===== src/irq_map_defs.svh =====
// Offsets, field positions, masks and reset values of the interrupt map
`ifndef IRQ_MAP_DEFS_SVH
`define IRQ_MAP_DEFS_SVH

`define OFF_ENABLE    12'h300
`define OFF_STATUS    12'h304
`define OFF_ROUTE_A   12'h308
`define OFF_ROUTE_B   12'h30C
`define OFF_CLEAR     12'h318
`define OFF_VEC_BASE  12'h320
`define VEC_BLK_MASK  12'hFE0

`define STAT_MASK     24'hFF_F7FF
`define ROUTE_A_MASK  32'h7777_7777
`define ROUTE_B_MASK  32'h7777_0777
`define STAT_RESET    24'h00_0000
`define ROUTE_RESET   32'h0000_0000

`define BIT_ACFAIL    15
`define BIT_SYSFAIL   14
`define BIT_SWINT     13
`define ROUTE_FLD_W   3

`endif


===== src/irq_map_pkg.sv =====
// Types shared by the interrupt status and routing block
package irq_map_pkg;

    typedef enum logic [1:0] {SEQ_IDLE, SEQ_BUSY, SEQ_SETTLE} seq_state_t;

    typedef struct packed {
        seq_state_t  state;
        logic        req;
        logic [2:0]  level;
        logic        store;
        logic [7:0]  vector;
    } seq_st_t;

    typedef struct packed {
        logic [8:0]       pin_meta;
        logic [8:0]       pin_sync;
        logic [23:0]      ev_prev;
        logic [23:0]      status;
        logic [23:0]      enable;
        logic [31:0]      route_a;
        logic [31:0]      route_b;
        logic [7:1][7:0]  vec;
        logic [31:0]      rd_data;
        logic [7:0]       pins;
        logic             irq;
    } map_st_t;

endpackage : irq_map_pkg


===== src/pci_side_interrupt_status_map.sv =====
// PCI side interrupt status, enable, routing and vector store
`timescale 1ns/1ps
`include "irq_map_defs.svh"
module pci_side_interrupt_status_map (
    input  wire logic        i_core_clk,            // 20 MHz core clock
    input  wire logic        i_rst_n,               // Async reset, low
    input  wire logic [11:0] i_addr,                // Register byte address
    input  wire logic [31:0] i_wr_data,             // Write data
    input  wire logic        i_wr_en,               // Write strobe
    input  wire logic        i_rd_en,               // Read strobe
    output logic [31:0]      o_rd_data,             // Read data, next cycle
    input  wire logic [3:0]  i_location_monitor_hit, // Monitor 3..0 events
    input  wire logic [3:0]  i_mailbox_write_event, // Mailbox 3..0 events
    input  wire logic        i_vme_soft_ack_event,  // Software ack event
    input  wire logic        i_vme_side_error,      // VME error event
    input  wire logic        i_pci_side_error,      // PCI error event
    input  wire logic        i_dma_done_event,      // DMA event
    input  wire logic        i_bus_ownership_event, // Ownership event
    input  wire logic        i_acfail_n,            // AC fail pin, low
    input  wire logic        i_sysfail_n,           // System fail pin, low
    input  wire logic [7:1]  i_vme_irq_level_line_n, // Level pins, low
    output logic             o_iack_req,            // Acknowledge request
    output logic [2:0]       o_iack_level,          // Level to acknowledge
    input  wire logic        i_iack_done,           // Acknowledge finished
    input  wire logic [7:0]  i_iack_vector,         // Fetched vector
    output logic [7:0]       o_pci_irq_out_pin,     // Routed pins, high
    output logic             o_irq                  // Any enabled status
);
    import irq_map_pkg::*;

    map_st_t     r_reg;
    map_st_t     r_next;
    logic        rst_meta_reg;
    logic        rst_sync_reg;
    logic [23:0] ev_raw;
    logic [23:0] ev_edge;
    logic [23:0] set_vec;
    logic [23:0] hold_vec;
    logic [23:0] clr_vec;
    logic [23:0] active;
    logic [7:0]  pin_calc;
    logic [7:1]  level_req;
    logic        wr_stat;
    logic        sw_rise;
    logic        seq_store;
    logic [7:0]  seq_vector;
    logic        iack_req_w;
    logic [2:0]  iack_level_w;

    // Field that routes status bit b; monitors and mailboxes use pin 0
    function automatic logic [2:0] route_of(input int unsigned b,
                                            input logic [31:0] ra,
                                            input logic [31:0] rb);
        logic [2:0] f;
        f = 3'h0;
        if (b < 8) begin
            f = ra[b*4 +: `ROUTE_FLD_W];
        end else if (b < 16) begin
            f = rb[(b-8)*4 +: `ROUTE_FLD_W];
        end
        return f;
    endfunction : route_of

    // Whether any active source is routed to pin p
    function automatic logic pin_hit(input int unsigned p,
                                     input logic [23:0] act,
                                     input logic [31:0] ra,
                                     input logic [31:0] rb);
        logic h;
        h = 1'b0;
        for (int unsigned b = 0; b < 24; b++) begin
            if (act[b] && route_of(b, ra, rb) == 3'(p)) begin
                h = 1'b1;
            end
        end
        return h;
    endfunction : pin_hit

    // Reset release through two flops, assertion stays asynchronous
    always_ff @(posedge i_core_clk or negedge i_rst_n) begin
        if (!i_rst_n) begin
            rst_meta_reg <= 1'b0;
            rst_sync_reg <= 1'b0;
        end else begin
            rst_meta_reg <= 1'b1;
            rst_sync_reg <= rst_meta_reg;
        end
    end

    // Same-clock event lines in status word order
    assign ev_raw = {i_location_monitor_hit, i_mailbox_write_event,
                     3'b000, i_vme_soft_ack_event, 1'b0,
                     i_vme_side_error, i_pci_side_error, i_dma_done_event,
                     7'h00, i_bus_ownership_event};
    assign ev_edge = ev_raw & ~r_reg.ev_prev;

    // Decoded write strobes
    assign wr_stat = i_wr_en && (i_addr == `OFF_STATUS ||
                                 i_addr == `OFF_CLEAR);
    assign sw_rise = i_wr_en && i_addr == `OFF_ENABLE &&
                     i_wr_data[`BIT_SWINT] && !r_reg.enable[`BIT_SWINT];
    assign clr_vec = wr_stat ? (i_wr_data[23:0] & `STAT_MASK)
                             : 24'h00_0000;

    // Fail pins hold their bits; a clear cannot beat an asserted pin
    assign hold_vec = {8'h00, r_reg.pin_sync[8:7], 14'h0000};

    // Setting terms: edges, fail levels, software rise, fetched levels
    always_comb begin
        set_vec = ev_edge;
        set_vec[`BIT_ACFAIL]  = r_reg.pin_sync[8];
        set_vec[`BIT_SYSFAIL] = r_reg.pin_sync[7];
        set_vec[`BIT_SWINT]   = sw_rise;
        if (seq_store && iack_level_w != 3'h0) begin
            set_vec[iack_level_w] = 1'b1;
        end
    end

    // Only enabled, active sources reach the pins
    assign active = r_reg.status & r_reg.enable;

    // One OR tree per output pin
    for (genvar p = 0; p < 8; p++) begin : g_pin
        assign pin_calc[p] = pin_hit(p, active, r_reg.route_a,
                                     r_reg.route_b);
    end

    // A level already latched is not fetched again until cleared
    assign level_req = r_reg.pin_sync[6:0] & r_reg.enable[7:1] &
                       ~r_reg.status[7:1];

    vme_iack_sequencer u_seq (
        .i_core_clk     (i_core_clk),
        .i_rst_n        (rst_sync_reg),
        .i_level_req    (level_req),
        .i_iack_done    (i_iack_done),
        .i_iack_vector  (i_iack_vector),
        .o_iack_req     (iack_req_w),
        .o_iack_level   (iack_level_w),
        .o_store        (seq_store),
        .o_store_vector (seq_vector)
    );

    // Next state of every register, pins and read port
    always_comb begin
        r_next = r_reg;
        r_next.pin_meta = {~i_acfail_n, ~i_sysfail_n,
                           ~i_vme_irq_level_line_n};
        r_next.pin_sync = r_reg.pin_meta;
        r_next.ev_prev  = ev_raw;
        // Set is ORed after the clear so a same-cycle event survives
        r_next.status = ((r_reg.status & ~(clr_vec & ~hold_vec))
                         | set_vec) & `STAT_MASK;
        if (i_wr_en) begin
            case (i_addr)
                `OFF_ENABLE:  r_next.enable  = i_wr_data[23:0] & `STAT_MASK;
                `OFF_ROUTE_A: r_next.route_a = i_wr_data & `ROUTE_A_MASK;
                `OFF_ROUTE_B: r_next.route_b = i_wr_data & `ROUTE_B_MASK;
                default: begin
                end
            endcase
        end
        if (seq_store && iack_level_w != 3'h0) begin
            r_next.vec[iack_level_w] = seq_vector;
        end
        // Read data live for one cycle only, zero otherwise
        r_next.rd_data = 32'h0000_0000;
        if (i_rd_en) begin
            case (i_addr)
                `OFF_ENABLE:  r_next.rd_data = {8'h00, r_reg.enable};
                `OFF_STATUS:  r_next.rd_data = {8'h00, r_reg.status};
                `OFF_ROUTE_A: r_next.rd_data = r_reg.route_a;
                `OFF_ROUTE_B: r_next.rd_data = r_reg.route_b;
                default: begin
                    if ((i_addr & `VEC_BLK_MASK) == `OFF_VEC_BASE &&
                        i_addr[4:2] != 3'h0) begin
                        r_next.rd_data = {24'h00_0000,
                                          r_reg.vec[i_addr[4:2]]};
                    end
                end
            endcase
        end
        r_next.pins = pin_calc;
        r_next.irq  = |active;
    end

    // Whole state in one register; reset clears status and routes
    always_ff @(posedge i_core_clk or negedge rst_sync_reg) begin
        if (!rst_sync_reg) begin
            r_reg <= '0;
        end else begin
            r_reg <= r_next;
        end
    end

    assign o_rd_data         = r_reg.rd_data;
    assign o_pci_irq_out_pin = r_reg.pins;
    assign o_irq             = r_reg.irq;
    assign o_iack_req        = iack_req_w;
    assign o_iack_level      = iack_level_w;
endmodule : pci_side_interrupt_status_map


===== src/vme_iack_sequencer.sv =====
// Acknowledge sequencer that fetches one vector per asserted level
`timescale 1ns/1ps
module vme_iack_sequencer (
    input  wire logic       i_core_clk,      // Core clock
    input  wire logic       i_rst_n,         // Synchronised reset, low
    input  wire logic [7:1] i_level_req,     // Levels needing a fetch
    input  wire logic       i_iack_done,     // Acknowledge cycle done
    input  wire logic [7:0] i_iack_vector,   // Vector from that cycle
    output logic            o_iack_req,      // Acknowledge request
    output logic [2:0]      o_iack_level,    // Level being acknowledged
    output logic            o_store,         // Vector ready, one cycle
    output logic [7:0]      o_store_vector   // Vector to keep
);
    import irq_map_pkg::*;

    seq_st_t r_reg;
    seq_st_t r_next;

    // Highest requesting level wins
    function automatic logic [2:0] top_level(input logic [7:1] req);
        logic [2:0] lv;
        lv = 3'h0;
        for (int i = 1; i < 8; i++) begin
            if (req[i]) begin
                lv = 3'(i);
            end
        end
        return lv;
    endfunction : top_level

    // Settle state lets the status bit land before the next look
    always_comb begin
        r_next = r_reg;
        r_next.store = 1'b0;
        case (r_reg.state)
            SEQ_IDLE: begin
                if (|i_level_req) begin
                    r_next.state = SEQ_BUSY;
                    r_next.req = 1'b1;
                    r_next.level = top_level(i_level_req);
                end
            end
            SEQ_BUSY: begin
                if (i_iack_done) begin
                    r_next.state = SEQ_SETTLE;
                    r_next.req = 1'b0;
                    r_next.store = 1'b1;
                    r_next.vector = i_iack_vector;
                end
            end
            SEQ_SETTLE: begin
                r_next.state = SEQ_IDLE;
            end
            default: begin
                r_next.state = SEQ_IDLE;
                r_next.req = 1'b0;
            end
        endcase
    end

    // State register
    always_ff @(posedge i_core_clk or negedge i_rst_n) begin
        if (!i_rst_n) begin
            r_reg <= '0;
        end else begin
            r_reg <= r_next;
        end
    end

    assign o_iack_req     = r_reg.req;
    assign o_iack_level   = r_reg.level;
    assign o_store        = r_reg.store;
    assign o_store_vector = r_reg.vector;
endmodule : vme_iack_sequencer


===== config.mk =====
export PLATFORM = sky130hd
export DESIGN_NAME = pci_side_interrupt_status_map
export DESIGN_NICKNAME = d
export VERILOG_FILES = /design/src/irq_map_pkg.sv /design/src/pci_side_interrupt_status_map.sv /design/src/vme_iack_sequencer.sv
export VERILOG_INCLUDE_DIRS = /design/src /design/src/src
export SDC_FILE = /design/constraint.sdc
export NUM_CORES = 1
export LEC_CHECK = 0
export ABC_AREA = 1
export BUFFER_PORTS_ARGS = -buffer_cell sky130_fd_sc_hd__buf_2
export CORE_MARGIN = 2
export CORE_UTILIZATION = 46
export CTS_CLUSTER_DIAMETER = 30
export DETAILED_ROUTE_END_ITERATION = 6
export PLACE_DENSITY = 0.73
export SLEW_MARGIN = 25
export SYNTH_ARGS = -nofsm -noshare
export SYNTH_HDL_FRONTEND = slang
export SYNTH_HIERARCHICAL = 1
export SYNTH_SLANG_ARGS = --single-unit

===== constraint.sdc =====
create_clock -name i_core_clk -period 8.1 [get_ports i_core_clk]
set_input_delay 1.62 -clock i_core_clk [delete_from_list [all_inputs] [get_ports i_core_clk]]
set_output_delay 1.62 -clock i_core_clk [all_outputs]
set_load 0.02 [all_outputs]

Yosys cells after proc, flatten, opt, wreduce, memory -nomap -nowiden
Index checks and enable logic that the tools add are counted.
{"block": "word_totals", "elab_cells": 470, "input_bits": 79, "ff_bits": 236, "out_inout_bits": 45}
{"block": "op_classes", "reduce_logical": 157, "magnitude_cmp": 4, "muxes": 154, "n_eq_ne": 115, "bitwise": 16}
{"cell": "3-bit equality test, second input constant", "count": 60}
{"cell": "1-bit two-way mux", "count": 131}
{"cell": "1-bit logical AND", "count": 128}
{"cell": "31-bit one-hot mux with 4 select lines", "count": 1}
{"cell": "24-bit bitwise AND", "count": 4}
{"cell": "3-bit by 2-bit equality test with 1-bit output, second input constant", "count": 30}
{"cell": "12-bit by 10-bit equality test with 1-bit output, second input constant", "count": 5}
{"cell": "56-bit bitwise mux", "count": 1}
{"cell": "24-bit two-way mux", "count": 2}
{"cell": "24-bit inverter", "count": 2}
{"cell": "3-bit by 1-bit equality test with 1-bit output, second input constant", "count": 15}
{"cell": "3-bit logical NOT", "count": 15}
{"cell": "32-bit two-way mux", "count": 1}
{"cell": "8-bit binary-select mux with 3-bit select", "count": 1}
{"cell": "8-bit demux with 3-bit select", "count": 1}
{"cell": "8-bit two-way mux", "count": 3}
{"cell": "16-bit inverter with 24-bit output", "count": 1}
{"cell": "24-bit bitwise OR", "count": 1}
{"cell": "24-bit by 8-bit bitwise OR with 24-bit output", "count": 1}
{"cell": "24-bit OR reduction", "count": 1}
{"cell": "9-bit two-way mux", "count": 2}
{"cell": "3-bit two-way mux", "count": 5}
{"cell": "7-bit bitwise AND", "count": 2}
{"cell": "7-bit inverter", "count": 2}
{"cell": "other kinds (21)", "count": 31}

Logic depth before layout (Yosys ltp)
{"block": "logic_depth", "word_depth": 26, "ltp_mapped": 12, "depth_no_buf": 11}

Cells and area by module
The synthesis kept the hierarchy.
{"module": "pci_side_interrupt_status_map", "seq_area_each_um2": 5455.2, "cells_each": 1444, "area_per_inst_um2": 10864.2, "instances": 1}
{"module": "vme_iack_sequencer", "seq_area_each_um2": 375.4, "cells_each": 88, "area_per_inst_um2": 726.9, "instances": 1}

Worst setup path before layout
No wires, ideal clock.
{"block": "synth_path", "path_type": "in2reg", "from": "input i_addr[2]", "to": "register r_reg[146] in the netlist's numbering", "stages": 11, "required_ns": 7.979, "n_path_buf": 3, "setup_slack_ns": 5.264, "setup_ns": 0.121, "t_arrival_ns": 2.714, "cell_sequence": "buf_4 -> nor2_4 -> nand2_2 -> nor2_4 -> nand2_2 -> clkinv_2 -> nand2_2 -> buf_6 -> buf_6 -> nand2_1 -> o21ai_1"}
{"block": "synth_via", "elab_chain_len": 2}
{"element": "from (decl)", "line": "pci_side_interrupt_status_map.sv:7", "rtl": "input wire logic [11:0] i_addr,"}
{"element": "12-bit by 10-bit equality test with 1-bit output", "line": "pci_side_interrupt_status_map.sv:155", "rtl": "case (i_addr)"}
{"element": "2-bit AND reduction (no line)"}
{"element": "to (signal assigned)", "line": "pci_side_interrupt_status_map.sv:192", "rtl": "r_reg <= r_next;"}
{"element": "to (decl)", "line": "pci_side_interrupt_status_map.sv:31", "rtl": "map_st_t r_reg;"}
Every way passes these cells.
A chain may end at the register's enable or synchronous reset.

Worst setup path in the final report
{"block": "layout_path", "from": "input i_addr[3]", "to": "register r_reg[154] in the netlist's numbering"}
Same word-level chain as after synthesis.

==> flow_results.xml <==
<?xml version="1.0" encoding="UTF-8"?>
<metrics>
  <group name="run_status">
    <metric name="run_status" unit="">finished clean</metric>
  </group>
  <group name="floorplan">
    <metric name="io-pin-count" unit="">124</metric>
    <metric name="row_count" unit="">58</metric>
    <metric name="die_area" unit="um2">26500</metric>
    <metric name="fp.dieW" unit="um">163</metric>
    <metric name="dieHeight" unit="um">163</metric>
    <metric name="core-area" unit="um2">25000</metric>
    <metric name="starting_density" unit="">0.464</metric>
  </group>
  <group name="clock_tree">
    <metric name="clk_latency" unit="ns">0.57</metric>
    <metric name="tritoncts.num_buffers" unit="">50</metric>
    <metric name="root_buffer" unit="">clkbuf_16</metric>
    <metric name="cts_tree" unit="">done</metric>
    <metric name="cts-root-to-sink-buffers" unit="">3</metric>
    <metric name="ctsHoldBuffers" unit="">0</metric>
    <metric name="clock_sink_total" unit="">233</metric>
    <metric name="h-tree-depth" unit="">2</metric>
    <metric name="cts.repair_timing.setup_buffer_count" unit="">0</metric>
    <metric name="cts-resized-gates" unit="">0</metric>
    <metric name="clk_pin_slew" unit="ns">0.05</metric>
  </group>
  <group name="sta">
    <metric name="finalWorstPathRequiredPeriod" unit="ns">3.80</metric>
    <metric name="final.period_utilization" unit="">0.470</metric>
    <metric name="finalSetupViolations" unit="">0</metric>
    <metric name="max_freq" unit="MHz">263</metric>
    <metric name="clock-skew-final" unit="ns">0.0447</metric>
    <metric name="maxSlewViolCount" unit="">0</metric>
    <metric name="timing_worst_slew_pin_value" unit="ns">0.992</metric>
    <metric name="total_neg_setup_slack" unit="ns">0</metric>
    <metric name="rsz0062_at_grt" unit="">no</metric>
    <metric name="finalHoldViolCount" unit="">0</metric>
    <metric name="max_slew_margin" unit="">0.336</metric>
  </group>
  <group name="pwr">
    <metric name="power_density" unit="nW/um2">250</metric>
    <metric name="total_power_draw" unit="uW">3480</metric>
    <metric name="irDropWorstVdd" unit="mV">0.173</metric>
    <metric name="leakage_power_total" unit="uW">0.00691</metric>
  </group>
  <group name="global_routing">
    <metric name="track_usage" unit="">0.251</metric>
    <metric name="grt_pass1_wl" unit="mm">51.9</metric>
    <metric name="grt_antenna_before_repair" unit="">0</metric>
    <metric name="grt_max_degree" unit="">163</metric>
    <metric name="first_global_vias" unit="">9700</metric>
    <metric name="remaining_overflow_grt" unit="">0</metric>
  </group>
  <group name="synthesis">
    <metric name="ys_seq_area_frac" unit="">0.503</metric>
    <metric name="netlist_area" unit="um2">11600</metric>
    <metric name="edff_count_synth" unit="">0</metric>
    <metric name="count_of_warnings_emitted_by_yosys" unit="">6</metric>
    <metric name="netlist-cell-type-count" unit="">35</metric>
    <metric name="asyncSetResetFlopFracSynth" unit="">1.00</metric>
    <metric name="postSynthRegisterBits" unit="">233</metric>
    <metric name="synthesis.area_per_instance" unit="um2">7.57</metric>
    <metric name="main_synth_ff_type" unit="">dfrtp_1</metric>
    <metric name="postSynthCellCount" unit="">1532</metric>
  </group>
  <group name="route">
    <metric name="route.detailed.wl_per_inst" unit="um">16.5</metric>
    <metric name="post-route-drc-count" unit="">0</metric>
    <metric name="drtPass1Iterations" unit="">5</metric>
    <metric name="route.vias.total" unit="">10200</metric>
    <metric name="drtIter0Drc" unit="">1119</metric>
    <metric name="postRouteAntennaNets" unit="">0</metric>
    <metric name="finalWirelength" unit="mm">32.6</metric>
    <metric name="detail_route.vias_per_cell" unit="">5.16</metric>
  </group>
  <group name="job">
    <metric name="max_cap_violations" unit="">0</metric>
  </group>
  <group name="placed_design">
    <metric name="place_hpwl" unit="mm">22.6</metric>
    <metric name="gp_congestion" unit="">0.948</metric>
    <metric name="placement.io_buffers" unit="">117</metric>
    <metric name="place_inst" unit="">1886</metric>
  </group>
  <group name="worst_setup_path">
    <metric name="cp.required" unit="ns">8.46</metric>
    <metric name="critical_path.slowest_cell" unit="">nand2_2</metric>
    <metric name="crit_path_max_fanout" unit="">48</metric>
    <metric name="critical-path-top-delay-family" unit="">simple AND/OR/NAND/NOR gates</metric>
    <metric name="path_cells" unit="">buf_2 -&gt; inv_2 -&gt; nor2_4 -&gt; nand2_2 -&gt; nor2_4 -&gt; nand2_2 -&gt; clkinv_2 -&gt; nand2_2 -&gt; nand2_1 -&gt; o21ai_0</metric>
    <metric name="crit_type" unit="">in2reg</metric>
    <metric name="worst_ep_arrival_time" unit="ns">4.16</metric>
    <metric name="cpPeakStageDelay" unit="ns">0.56</metric>
    <metric name="timing.critical_path.from_type" unit="">input pin</metric>
    <metric name="critPathMostFrequentCell" unit="">nand2_2</metric>
    <metric name="timing.critical_path.to_type" unit="">flip-flop</metric>
    <metric name="buf_inv_stages_crit_path" unit="">3</metric>
  </group>
  <group name="layout">
    <metric name="number_of_cells_in_the_finished_layout_apart_from_fillers" unit="">1980</metric>
    <metric name="syn2layout_area_growth" unit="%">20.0</metric>
    <metric name="design.final.nets" unit="">1688</metric>
    <metric name="antenna_cells" unit="">0</metric>
    <metric name="largest_reg_flops" unit="">167</metric>
    <metric name="share_of_cells_above_drive_strength_1" unit="">0.150</metric>
    <metric name="fin_util" unit="">0.557</metric>
  </group>
  <group name="hold_path">
    <metric name="min_path_type" unit="">reg2async</metric>
  </group>
</metrics>
## layer usage
layer  up-vias  GRT usage  share of wire
met5         -          0              0
met4         0     0.0768          0.017
met3        44     0.0446          0.076
met2       415      0.383           0.45
met1      4822      0.365           0.46
li1       4944          -              -
## cell usage in the layout (no fill, tap or decap), types with 3 or more instances in the layout
| cell type | count |
|---|---|
| nand2_1 | 510 |
| dfrtp_1 | 232 |
| inv_1 | 164 |
| nor2_1 | 140 |
| o21ai_0 | 135 |
| nand3_1 | 126 |
| buf_2 | 117 |
| clkbuf_16 | 50 |
| o21ai_1 | 26 |
| nand4_1 | 24 |
| a21oi_1 | 14 |
| bufinv_16 | 9 |
| clkbuf_8 | 9 |
| or2_2 | 7 |
| clkinv_2 | 7 |
| nor3_1 | 7 |
| clkinvlp_4 | 7 |
| nor2_4 | 6 |
| nand2_2 | 6 |
| clkbuf_1 | 6 |
| inv_2 | 5 |
| o211ai_1 | 5 |
| buf_4 | 5 |
| o21ai_2 | 4 |
| conb_1 | 4 |
| inv_6 | 3 |
## cell families (layout without fill, tap and decap cells)
logic type      after synthesis  count (layout)  synth area share
simple gates                833             833             0.298
compound gates              193             193            0.0888
flops                       233             233             0.503
other cells                   2               4          0.000648
buf+inv                     271             387             0.110
## report_power, final
group          leakage [uW]  switching, uW  internal [uW]
registers           0.00301           11.9           1180
logic               0.00303           79.6           31.3
clock network      0.000880            668           1510
## worst reg2reg max path, stage by stage, from the launching register on
cell and delay [ns]:
dfrtp_1 0.39, nand2_1 0.10, inv_1 0.09, nand3_1 0.53, o21ai_0 0.41
## worst paths after layout
path                                        from       endpoint  slack, ns  cells past startpoint
max in group asynchronous           rst_sync_reg  o_rd_data[30]       6.64                      1
hold reg to reg                     rst_sync_reg     r_reg[228]       0.28                      0
setup reg to reg           u_seq/o_iack_level[0]      r_reg[43]       6.48                      4
min in group i_core_clk              r_next[237]     r_reg[237]       0.33                      0
hold / removal                      rst_sync_reg     r_reg[228]       0.28                      0
setup / recovery                       i_addr[3]     r_reg[154]       4.30                     10
## through the flow
stage	hold slack, ns	instance area (um2)	setup slack, ns
2_1_floorplan	0.331	11600	1.13
3_3_place_gp	0.334	12000	3.63
3_5_place_dp	0.335	12000	3.84
4_1_cts	0.331	13900	4.37
5_1_grt	0.324	13900	4.08
6_report	0.276	13900	4.30
## synthesized netlist by cell type (3+ instances only)
cell type | number | area [um2]
nand2_1 | 511 | 1920
dfrtp_1 | 233 | 5830
inv_1 | 164 | 616
nor2_1 | 140 | 526
o21ai_0 | 135 | 676
nand3_1 | 126 | 631
buf_4 | 55 | 413
o21ai_1 | 26 | 130
nand4_1 | 24 | 150
clkbuf_1 | 21 | 78.8
buf_2 | 19 | 95.1
a21oi_1 | 14 | 70.1
nor3_1 | 7 | 35.0
or2_2 | 7 | 43.8
inv_2 | 5 | 18.8
nand2_2 | 5 | 31.3
nor2_4 | 5 | 56.3
o211ai_1 | 5 | 37.5
o21ai_2 | 4 | 35.0
buf_6 | 3 | 33.8
nor2_2 | 3 | 18.8
## cell type report
type / instances / area [um2]
fill: 2302 / 11100
sequential: 233 / 5830
multi-input combinational: 1030 / 4510
clock buffer: 65 / 1400
timing repair buffer: 124 / 663
inverter: 170 / 639
clock inverter: 28 / 448
tap: 330 / 413
Note: power is estimated with default switching activity, not from simulation.
